[src/inc/rsw_pkg.sv]
// constants and types for the reset sequencer with window watchdog.
// assumes one 100 MHz clock that also stands for the divided oscillator.
// Behaviour
// RQ1 - three reset sources: external pin, low-voltage detect, watchdog
// RQ2 - each reset runs active phase, stabilisation delay, then vector fetch
// RQ3 - delay lasts 256 or 4096 cycles, chosen by option input
// RQ4 - reset pin driven low for the whole delay phase
// RQ5 - reset vector fetched from addresses fffe and ffff
// RQ6 - vector fetch lasts exactly two cycles before running
// RQ7 - reset pin is an input and an open-drain output
// RQ8 - low level on reset pin is caught without the clock
// RQ9 - outside logic keeps reset pin low on a blank part
// RQ10 - activation bit set only by software, cleared only by reset
// RQ11 - hardware watchdog option makes watchdog run regardless
// RQ12 - 7-bit counter decrements once every 16384 divided clock cycles
// RQ13 - enabled watchdog resets when counter rolls from 40h to 3fh
// RQ14 - window register holds 7-bit window, top bit reserved
// RQ15 - both watchdog registers reset to 7fh, watchdog disabled
// RQ16 - counter write while counter above window triggers watchdog reset
// RQ17 - watchdog request runs the same three reset phases
package rsw_pkg;
	// register map, byte offsets on the plain register port
	localparam logic [7:0]  ADDR_CTRL   = 8'h00;
	localparam logic [7:0]  ADDR_WIN    = 8'h01;
	localparam logic [7:0]  ADDR_CAUSE  = 8'h02;
	// field layout and reset values
	localparam int          ACT_BIT     = 7;
	localparam int          CNT_MSB     = 6;
	localparam logic [6:0]  CNT_RST     = 7'h7f;
	localparam logic [6:0]  WIN_RST     = 7'h7f;
	localparam logic [6:0]  ROLL_VAL    = 7'h40;
	// timing counts in clock cycles
	localparam logic [12:0] DLY_SHORT   = 13'h0100;
	localparam logic [12:0] DLY_LONG    = 13'h1000;
	localparam int          WDG_TICK    = 16384;
	localparam int          PRESC_W     = 15;
	localparam logic [4:0]  ACT_POR_CYC = 5'h04;
	localparam logic [4:0]  ACT_WDG_CYC = 5'h10;
	localparam logic [2:0]  GUARD_CYC   = 3'h4;
	// reset vector
	localparam logic [15:0] VEC_LO      = 16'hfffe;
	localparam logic [15:0] VEC_HI      = 16'hffff;

	typedef enum logic [1:0] {S_ACTIVE, S_DELAY, S_FETCH, S_RUN} rsw_state_t;
	typedef enum logic [1:0] {SRC_POR, SRC_EXT, SRC_LVD, SRC_WDG} rsw_src_t;
endpackage : rsw_pkg

[src/rtl/rsw_top.sv]
// reset sequencer: three sources, delay phase, vector fetch, window watchdog.
// assumes the pin wire is resolved outside from RESET_PIN_OE with a pull-up.
`timescale 1ns/1ps
module rsw_top #(
	parameter int WDG_TICK_CYC = rsw_pkg::WDG_TICK
) (
	input  wire logic        CLK,
	input  wire logic        RST,
	input  wire logic [7:0]  ADDR,
	input  wire logic [7:0]  WDATA,
	input  wire logic        WR,
	input  wire logic        RD,
	output logic      [7:0]  RDATA,
	input  wire logic        RESET_PIN_IN,
	output logic             RESET_PIN_OUT,
	output logic             RESET_PIN_OE,
	input  wire logic        LVD_IN,
	input  wire logic        OPT_LONG_DELAY,
	input  wire logic        OPT_HW_WDG,
	output logic             CPU_RESET,
	output logic             VECTOR_FETCH,
	output logic      [15:0] VECTOR_ADDR
);
	typedef struct packed {
		rsw_pkg::rsw_state_t        st;
		rsw_pkg::rsw_src_t          src;
		logic [4:0]                 acnt;
		logic [12:0]                dcnt;
		logic                       fcnt;
		logic [2:0]                 guard;
		logic                       pin_s1;
		logic                       pin_s2;
		logic                       lvd_s1;
		logic                       lvd_s2;
		logic                       optl_s1;
		logic                       optl_s2;
		logic                       opth_s1;
		logic                       opth_s2;
		logic                       act;
		logic [6:0]                 cnt;
		logic [6:0]                 win;
		logic [rsw_pkg::PRESC_W-1:0] presc;
		logic [7:0]                 rdata;
		logic                       cpu_rst;
		logic                       oe;
		logic                       vfetch;
		logic [15:0]                vaddr;
		logic [2:0]                 cause;
	} rsw_state_reg_t;

	localparam logic [rsw_pkg::PRESC_W-1:0] PRESC_LOAD =
		rsw_pkg::PRESC_W'(WDG_TICK_CYC - 1);

	rsw_state_reg_t s_reg;
	rsw_state_reg_t s_next;
	logic           pin_low_cap;
	logic           tick;
	logic           wdg_en;
	logic           wr_ctrl;
	logic           premature;
	logic           roll;
	logic           wdg_req;

	// RQ8 async capture
	// latches a low pin even with the clock stopped; cleared once pin is high
	always_ff @(posedge CLK or negedge RESET_PIN_IN) begin
		if (!RESET_PIN_IN)
			pin_low_cap <= 1'b1;
		else
			pin_low_cap <= 1'b0;
	end

	// watchdog request terms
	assign tick    = (s_reg.presc == '0);
	// RQ11 hardware option overrides
	assign wdg_en  = s_reg.act | s_reg.opth_s2;
	assign wr_ctrl = WR && (ADDR == rsw_pkg::ADDR_CTRL);
	// RQ16 premature refresh
	assign premature = wdg_en && wr_ctrl && (s_reg.cnt > s_reg.win);
	// RQ13 rollover 40h to 3fh
	assign roll = wdg_en && tick && (s_reg.cnt == rsw_pkg::ROLL_VAL);
	// a write clearing the counter msb is treated like the rollover
	assign wdg_req = !s_reg.cpu_rst && (roll || premature ||
		(wr_ctrl && wdg_en && !WDATA[rsw_pkg::CNT_MSB]));

	// next-state logic for sequencer, watchdog and register port
	always_comb begin
		s_next       = s_reg;
		s_next.rdata = 8'h00;
		// two-flop synchronisers for pin, detector and option inputs
		s_next.pin_s1  = pin_low_cap;
		s_next.pin_s2  = s_reg.pin_s1;
		s_next.lvd_s1  = LVD_IN;
		s_next.lvd_s2  = s_reg.lvd_s1;
		s_next.optl_s1 = OPT_LONG_DELAY;
		s_next.optl_s2 = s_reg.optl_s1;
		s_next.opth_s1 = OPT_HW_WDG;
		s_next.opth_s2 = s_reg.opth_s1;

		// RQ15 watchdog reset values
		// the whole watchdog stays at reset while the cpu is held in reset
		if (s_reg.cpu_rst) begin
			s_next.act   = 1'b0;
			s_next.cnt   = rsw_pkg::CNT_RST;
			s_next.win   = rsw_pkg::WIN_RST;
			s_next.presc = PRESC_LOAD;
		end else begin
			// RQ12 prescaled decrement
			s_next.presc = tick ? PRESC_LOAD : s_reg.presc - 1'b1;
			if (wr_ctrl) begin
				// RQ10 set-only activation
				s_next.act = s_reg.act | WDATA[rsw_pkg::ACT_BIT];
				s_next.cnt = WDATA[6:0];
			end else if (tick) begin
				s_next.cnt = s_reg.cnt - 7'h01;
			end
			// RQ14 window value
			if (WR && (ADDR == rsw_pkg::ADDR_WIN))
				s_next.win = WDATA[6:0];
		end

		// register read, answer stands only in the following cycle
		if (RD) begin
			unique case (ADDR)
				rsw_pkg::ADDR_CTRL:  s_next.rdata = {s_reg.act, s_reg.cnt};
				rsw_pkg::ADDR_WIN:   s_next.rdata = {1'b0, s_reg.win};
				rsw_pkg::ADDR_CAUSE: s_next.rdata = {5'h00, s_reg.cause};
				default:             s_next.rdata = 8'h00;
			endcase
		end

		// RQ2 phase order
		unique case (s_reg.st)
			rsw_pkg::S_ACTIVE: begin
				// end of the source-dependent active phase
				if ((s_reg.src == rsw_pkg::SRC_EXT && !s_reg.pin_s2) ||
				    (s_reg.src == rsw_pkg::SRC_LVD && !s_reg.lvd_s2) ||
				    ((s_reg.src == rsw_pkg::SRC_POR ||
				      s_reg.src == rsw_pkg::SRC_WDG) &&
				     s_reg.acnt == 5'h00)) begin
					// RQ3 option-selected delay
					s_next.st   = rsw_pkg::S_DELAY;
					s_next.dcnt = s_reg.optl_s2 ?
						rsw_pkg::DLY_LONG - 13'h0001 :
						rsw_pkg::DLY_SHORT - 13'h0001;
				end else if (s_reg.acnt != 5'h00) begin
					s_next.acnt = s_reg.acnt - 5'h01;
				end
			end
			rsw_pkg::S_DELAY: begin
				if (s_reg.dcnt == 13'h0000) begin
					s_next.st   = rsw_pkg::S_FETCH;
					s_next.fcnt = 1'b0;
				end else begin
					s_next.dcnt = s_reg.dcnt - 13'h0001;
				end
			end
			rsw_pkg::S_FETCH: begin
				// RQ6 two fetch cycles
				if (s_reg.fcnt) begin
					s_next.st    = rsw_pkg::S_RUN;
					s_next.guard = rsw_pkg::GUARD_CYC;
				end else begin
					s_next.fcnt = 1'b1;
				end
			end
			rsw_pkg::S_RUN: begin
				// guard hides our own released drive still in the sync
				if (s_reg.guard != 3'h0)
					s_next.guard = s_reg.guard - 3'h1;
			end
		endcase

		// RQ1 source entry
		// low voltage wins, then the pin, then the watchdog
		if (s_reg.lvd_s2 && !(s_reg.st == rsw_pkg::S_ACTIVE &&
		                      s_reg.src == rsw_pkg::SRC_LVD)) begin
			s_next.st    = rsw_pkg::S_ACTIVE;
			s_next.src   = rsw_pkg::SRC_LVD;
			s_next.cause = 3'h2;
		end else if (s_reg.st == rsw_pkg::S_RUN && s_reg.guard == 3'h0 &&
		             s_reg.pin_s2) begin
			s_next.st    = rsw_pkg::S_ACTIVE;
			s_next.src   = rsw_pkg::SRC_EXT;
			s_next.cause = 3'h1;
		end else if (wdg_req) begin
			// RQ17 watchdog as a source
			s_next.st    = rsw_pkg::S_ACTIVE;
			s_next.src   = rsw_pkg::SRC_WDG;
			s_next.acnt  = rsw_pkg::ACT_WDG_CYC - 5'h01;
			s_next.cause = 3'h4;
		end

		// outputs follow the next state so they leave flops directly
		s_next.cpu_rst = (s_next.st != rsw_pkg::S_RUN);
		// RQ4 pin low in delay
		s_next.oe      = (s_next.st == rsw_pkg::S_DELAY);
		s_next.vfetch  = (s_next.st == rsw_pkg::S_FETCH);
		// RQ5 fixed vector location
		s_next.vaddr   = !s_next.vfetch ? 16'h0000 :
			(s_next.fcnt ? rsw_pkg::VEC_HI : rsw_pkg::VEC_LO);
	end

	// state register, power-up runs a short active phase first
	always_ff @(posedge CLK) begin
		if (RST) begin
			s_reg         <= '0;
			s_reg.st      <= rsw_pkg::S_ACTIVE;
			s_reg.src     <= rsw_pkg::SRC_POR;
			s_reg.acnt    <= rsw_pkg::ACT_POR_CYC - 5'h01;
			s_reg.cnt     <= rsw_pkg::CNT_RST;
			s_reg.win     <= rsw_pkg::WIN_RST;
			s_reg.presc   <= PRESC_LOAD;
			s_reg.cpu_rst <= 1'b1;
		end else begin
			s_reg <= s_next;
		end
	end

	// RQ7 open-drain: only ever drives low
	assign RESET_PIN_OUT = 1'b0;
	assign RESET_PIN_OE  = s_reg.oe;
	assign RDATA         = s_reg.rdata;
	assign CPU_RESET     = s_reg.cpu_rst;
	assign VECTOR_FETCH  = s_reg.vfetch;
	assign VECTOR_ADDR   = s_reg.vaddr;

	// helper: length of the current pin drive
	logic [12:0] oe_len;
	always_ff @(posedge CLK) begin
		if (RST || !s_reg.oe)
			oe_len <= 13'h0000;
		else
			oe_len <= oe_len + 13'h0001;
	end

	property p_delay_len;
		@(posedge CLK) disable iff (RST)
		$fell(RESET_PIN_OE) |->
			($past(oe_len) == 13'h00ff || $past(oe_len) == 13'h0fff);
	endproperty
	a_delay_len: assert property (p_delay_len) // RQ3
		else $error("delay phase length is not 256 or 4096");

	property p_fetch_two;
		@(posedge CLK) disable iff (RST)
		$fell(RESET_PIN_OE) |->
			VECTOR_FETCH ##1 VECTOR_FETCH ##1 (!VECTOR_FETCH && !CPU_RESET);
	endproperty
	a_fetch_two: assert property (p_fetch_two) // RQ6
		else $error("vector fetch not exactly two cycles after delay");

	property p_vector;
		@(posedge CLK) disable iff (RST)
		$rose(VECTOR_FETCH) |->
			(VECTOR_ADDR == 16'hfffe) ##1 (VECTOR_ADDR == 16'hffff);
	endproperty
	a_vector: assert property (p_vector) // RQ5
		else $error("vector fetch addresses wrong");

	property p_order;
		@(posedge CLK) disable iff (RST)
		$rose(RESET_PIN_OE) |->
			CPU_RESET && $past(s_reg.st) == rsw_pkg::S_ACTIVE;
	endproperty
	a_order: assert property (p_order) // RQ2
		else $error("delay phase not preceded by active phase");

	property p_pin_hold;
		@(posedge CLK) disable iff (RST)
		$rose(RESET_PIN_OE) |-> RESET_PIN_OE [*8];
	endproperty
	a_pin_hold: assert property (p_pin_hold) // RQ4
		else $error("reset pin released early in delay phase");

	property p_roll;
		@(posedge CLK) disable iff (RST)
		(!CPU_RESET && s_reg.act && tick && s_reg.cnt == 7'h40 &&
		 !s_reg.lvd_s2 && !s_reg.pin_s2) |=>
			CPU_RESET && s_reg.src == rsw_pkg::SRC_WDG;
	endproperty
	a_roll: assert property (p_roll) // RQ13
		else $error("no watchdog reset at rollover");

	property p_hw_wdg;
		@(posedge CLK) disable iff (RST)
		(!CPU_RESET && s_reg.opth_s2 && !s_reg.act && tick &&
		 s_reg.cnt == 7'h40) |=> CPU_RESET;
	endproperty
	a_hw_wdg: assert property (p_hw_wdg) // RQ11
		else $error("hardware watchdog option did not force reset");

	property p_premature;
		@(posedge CLK) disable iff (RST)
		(!CPU_RESET && s_reg.act && WR && ADDR == 8'h00 &&
		 s_reg.cnt > s_reg.win) |=> CPU_RESET ##1 CPU_RESET;
	endproperty
	a_premature: assert property (p_premature) // RQ16
		else $error("premature counter write did not reset");

	property p_act_sticky;
		@(posedge CLK) disable iff (RST)
		(s_reg.act && !CPU_RESET) |=> s_reg.act;
	endproperty
	a_act_sticky: assert property (p_act_sticky) // RQ10
		else $error("activation bit cleared without reset");

	property p_wdg_rst;
		@(posedge CLK) disable iff (RST)
		$rose(CPU_RESET) |=>
			(s_reg.cnt == 7'h7f && s_reg.win == 7'h7f && !s_reg.act);
	endproperty
	a_wdg_rst: assert property (p_wdg_rst) // RQ15
		else $error("watchdog registers not at 7fh in reset");

	property p_tick_only;
		@(posedge CLK) disable iff (RST)
		(!CPU_RESET && !tick && !WR) |=> $stable(s_reg.cnt);
	endproperty
	a_tick_only: assert property (p_tick_only) // RQ12
		else $error("counter moved without a prescaler tick");

	property p_ext;
		@(posedge CLK) disable iff (RST)
		(s_reg.st == rsw_pkg::S_RUN && s_reg.guard == 3'h0 &&
		 s_reg.pin_s2) |=>
			CPU_RESET && s_reg.src != rsw_pkg::SRC_WDG;
	endproperty
	a_ext: assert property (p_ext) // RQ1
		else $error("external pin low did not enter reset");
endmodule : rsw_top

[config.mk]
export PLATFORM = sky130hd
export DESIGN_NAME = rsw_top
export DESIGN_NICKNAME = d
export VERILOG_FILES = /design/src/inc/rsw_pkg.sv /design/src/rtl/rsw_top.sv
export SDC_FILE = /design/constraint.sdc
export NUM_CORES = 1
export LEC_CHECK = 0
export BUFFER_PORTS_ARGS = -buffer_cell sky130_fd_sc_hd__buf_2
export CAP_MARGIN = 25
export CORE_UTILIZATION = 37
export CTS_CLUSTER_DIAMETER = 50
export CTS_CLUSTER_SIZE = 24
export DETAILED_ROUTE_END_ITERATION = 6
export PLACE_DENSITY = 0.66
export RECOVER_POWER = 25
export SYNTH_ARGS = -nofsm -noshare
export SYNTH_HDL_FRONTEND = slang
export SYNTH_SLANG_ARGS = --single-unit
[constraint.sdc]
create_clock -name CLK -period 2.9 [get_ports CLK]
set_input_delay 0.435 -clock CLK [delete_from_list [all_inputs] [get_ports CLK]]
set_output_delay 0.435 -clock CLK [all_outputs]
set_load 0.02 [all_outputs]
==> metrics.md <==
| Metric | Value |
|---|---|
| Status | `finished clean` |
| Maximum fanout along the worst path | `10` |
| IO Port Bufs | `50` |
| Non-Filler Instances | `659` |
| Pwr dens | `705.8 nW/um2` |
| HPWL after DPL | `6528 um` |
| Hold crit path type | `in2async` |
| Initial antenna violation count | `0` |
| Setup violators final | `0` |
| WS Path Type | `reg2reg` |
| Synth cell types | `67` |
| FF-to-FF setup slack | `0.46 ns` |
| Die ar. | `12030 um2` |
| Slew Limit Fails | `0` |
| Maximum vdd drop | `0.3607 mV` |
| Largest net degree at the start of global routing | `29` |
| RSZ-0062 raised after global routing | `false` |
| Sequential fraction of the synthesis area | `37.93%` |
| DIE HEIGHT | `109.7 um` |
| CTS Buf Count | `9` |
| Number of flip-flops in the largest register | `63` |
| DR vias | `3510` |
| Antenna Nets Post-Route | `0` |
| Fin. Hold Viols | `0` |
| Relative slew slack | `13.48%` |
| Crit path arrival time | `2.65 ns` |
| R2R Path Start | `s_reg[92]` |
| Initial core utilization | `38.74%` |
| Gp weighted congestion | `0.8762` |
| Final nets | `563` |
| Ant diodes | `0` |
| GRT overflow | `0` |
| Crit share post-route | `84.03%` |
| Clk slew on worst S/H paths | `0.06 ns` |
| CTS Root Cell | `clkbuf_16` |
| Total track usage | `15.76%` |
| Layout cell share with drive strength beyond 1 | `14.64%` |
| Vias per cell | `5.326` |
| Io pins | `52` |
| Routed wire per std cell | `13.52 um` |
| Mean Syn Cell Area | `8.812 um2` |
| Hold_buf cts | `0` |
| Placed instance count | `643` |
| Nature of the critical path startpoint | `flip-flop` |
| FP Rows | `38` |
| Clk_skew | `0.01253 ns` |
| Drc violations | `0` |
| CTS Sinks | `81` |
| Slew @ Worst Pin | `1.298 ns` |
| Pleak | `1.968 nW` |
| Max Cap Viol | `0` |
| CTS tree | `built` |
| Req. time, crit path | `3.11 ns` |
| Reg2reg path depth | `7` |
| Vias in the first global route | `3212` |
| First-pass GRT wire length | `14790 um` |
| Synth Cell Area | `4292 um2` |
| Setup TNS | `0 ns` |
| Die width | `109.7 um` |
| FILL cells | `1063` |
| DRT Pass-1 Iters | `4` |
| Primary FF master, synth | `dfxtp_1` |
| Post-CTS Setup Bufs | `0` |
| Setup crit end kind | `flip-flop` |
| Post-synth ARST share | `1.235%` |
| Layout area overhead | `12.16%` |
| Post-Route WL | `8908 um` |
| Initial DRC Count | `140` |
| F_max | `410.4 MHz` |
| Crit. Startpoint | `s_reg[92]` |
| Reg2reg end | `CPU_RESET` |
| Yosys reg bits | `81` |
| Worst-Skew Late Latency | `0.34 ns` |
| Yosys Warn Count | `0` |
| Clock Path Buffers | `2` |
| Post-CTS sizing | `0` |
| Htree depth | `3` |
| Post-Syn Instances | `487` |
| Fin crit period | `2.437 ns` |
| Total core area | `11080 um2` |
| Post-synth EDFFs | `0` |
-- through the flow --
stage | worst slack (ns) | total power, W | hold WS, ns | util [%] | instance area (um2)
floorplan | 0.6889 | 0.002011 | 0.2872 | - | 4295
global placement | 0.6215 | 0.002161 | 0.3746 | 40.73 | 4512
detailed placement | 0.4625 | 0.002187 | 0.3709 | 40.73 | 4512
CTS | 0.4685 | 0.003417 | 0.01606 | 43.62 | 4832
global route | 0.2487 | 0.003603 | 0.01846 | 43.45 | 4813
finish | 0.4631 | 0.003397 | 0.02437 | 43.45 | 4813
-- layout by cell type, fill, tap and decap left out, types with 3 or more instances in the layout --
cell type and count:
buf_4 4, a21boi_0 3, dfxtp_1 80, or3_1 5, or2_2 3, mux2i_1 9, and3b_1 6, nor2_1 34
and4_1 3, o31a_1 3, a21oi_1 23, nand4_1 11, or4_1 4, nand2b_1 8, nor2b_1 15, nand3_1 9
and3_1 6, o21ai_0 27, clkbuf_1 13, clkbuf_16 9, o211ai_1 7, nor4b_1 3, buf_2 38, ha_1 25
inv_1 27, xor2_1 3, nor4_1 9, nor3_1 11, nand2_1 38, a211oi_1 5, xnor2_1 10, a31oi_1 7
nand3b_1 9
-- Yosys cell counts (3+ instances only) --
master,number,share of area [%]
nand3_1,9,1.0
a21boi_0,3,0.52
a211oi_1,5,0.87
o211ai_1,7,1.2
nor3_1,11,1.3
and3b_1,6,1.2
dfxtp_1,80,37
mux2i_1,9,2.1
nor2b_1,15,2.2
o21ai_0,27,3.1
nand2b_1,8,1.2
and4_1,3,0.61
xor2_1,3,0.61
a31oi_1,7,1.0
nand2_1,38,3.3
xnor2_1,10,2.0
ha_1,25,7.3
or2_2,3,0.44
or3_1,5,0.73
nand3b_1,9,1.6
inv_1,27,2.4
o31a_1,3,0.61
nor4_1,9,1.3
clkbuf_1,11,0.96
nand4_1,11,1.6
and3_1,6,0.87
nor2_1,34,3.0
or4_1,4,0.70
buf_4,25,4.4
a21oi_1,23,2.7
nor4b_1,3,0.61
-- area by class of cell --
| cell class | instances | area (um2) | share of cell area, % |
|---|---|---|---|
| Multi-Input combinational cell | 340 | 2320 | 48.19 |
| Timing Repair Buffer | 55 | 269.0 | 5.589 |
| Clock buffer | 9 | 225.2 | 4.679 |
| Inverter | 27 | 101.3 | 2.106 |
| Clock inverter | 7 | 95.09 | 1.976 |
| Sequential cell | 81 | 1628 | 33.82 |
| Tap cell | 140 | 175.2 | 3.639 |
-- critical path, stage by stage (launching register included) --
cell and delay [ns]:
dfxtp_1 0.37, inv_1 0.14, ha_1 0.36, inv_1 0.14, a2111oi_4 0.39, or4_1 0.18
o311ai_1 0.17, or4_1 0.55
-- how the worst max path moves through the flow --
stage and endpoint:
2_1_floorplan CPU_RESET, 3_3_place_gp CPU_RESET, 3_5_place_dp CPU_RESET, 4_1_cts CPU_RESET, 5_1_grt CPU_RESET, 6_report CPU_RESET
-- layer usage --
metal	wire length (um)	up-vias	track usage [%]
li1	-	1780	-
met2	4012	78	25.70
met5	0	-	0
met3	301	16	2.371
met4	202	0	7.619
met1	4390	1636	20.35
-- report_power, final --
group / total (W) / switching, W / internal [W]
clock: 0.00122 / 0.000464 / 0.000754
sequential: 0.00134 / 0.000115 / 0.00122
combinational: 0.000844 / 0.000498 / 0.000346
total: 0.00340 / 0.00108 / 0.00232
-- cell families after synthesis --
| family | synth area share (%) |
|---|---|
| simple gates | 25.39 |
| compound gates | 16.18 |
| flops | 37.93 |
| buf+inv | 8.105 |
| fa+ha+maj | 7.289 |
| xor+xnor | 2.653 |
| mux | 2.362 |
| other cells | 0.08738 |
(Power assumes the default switching activity.)
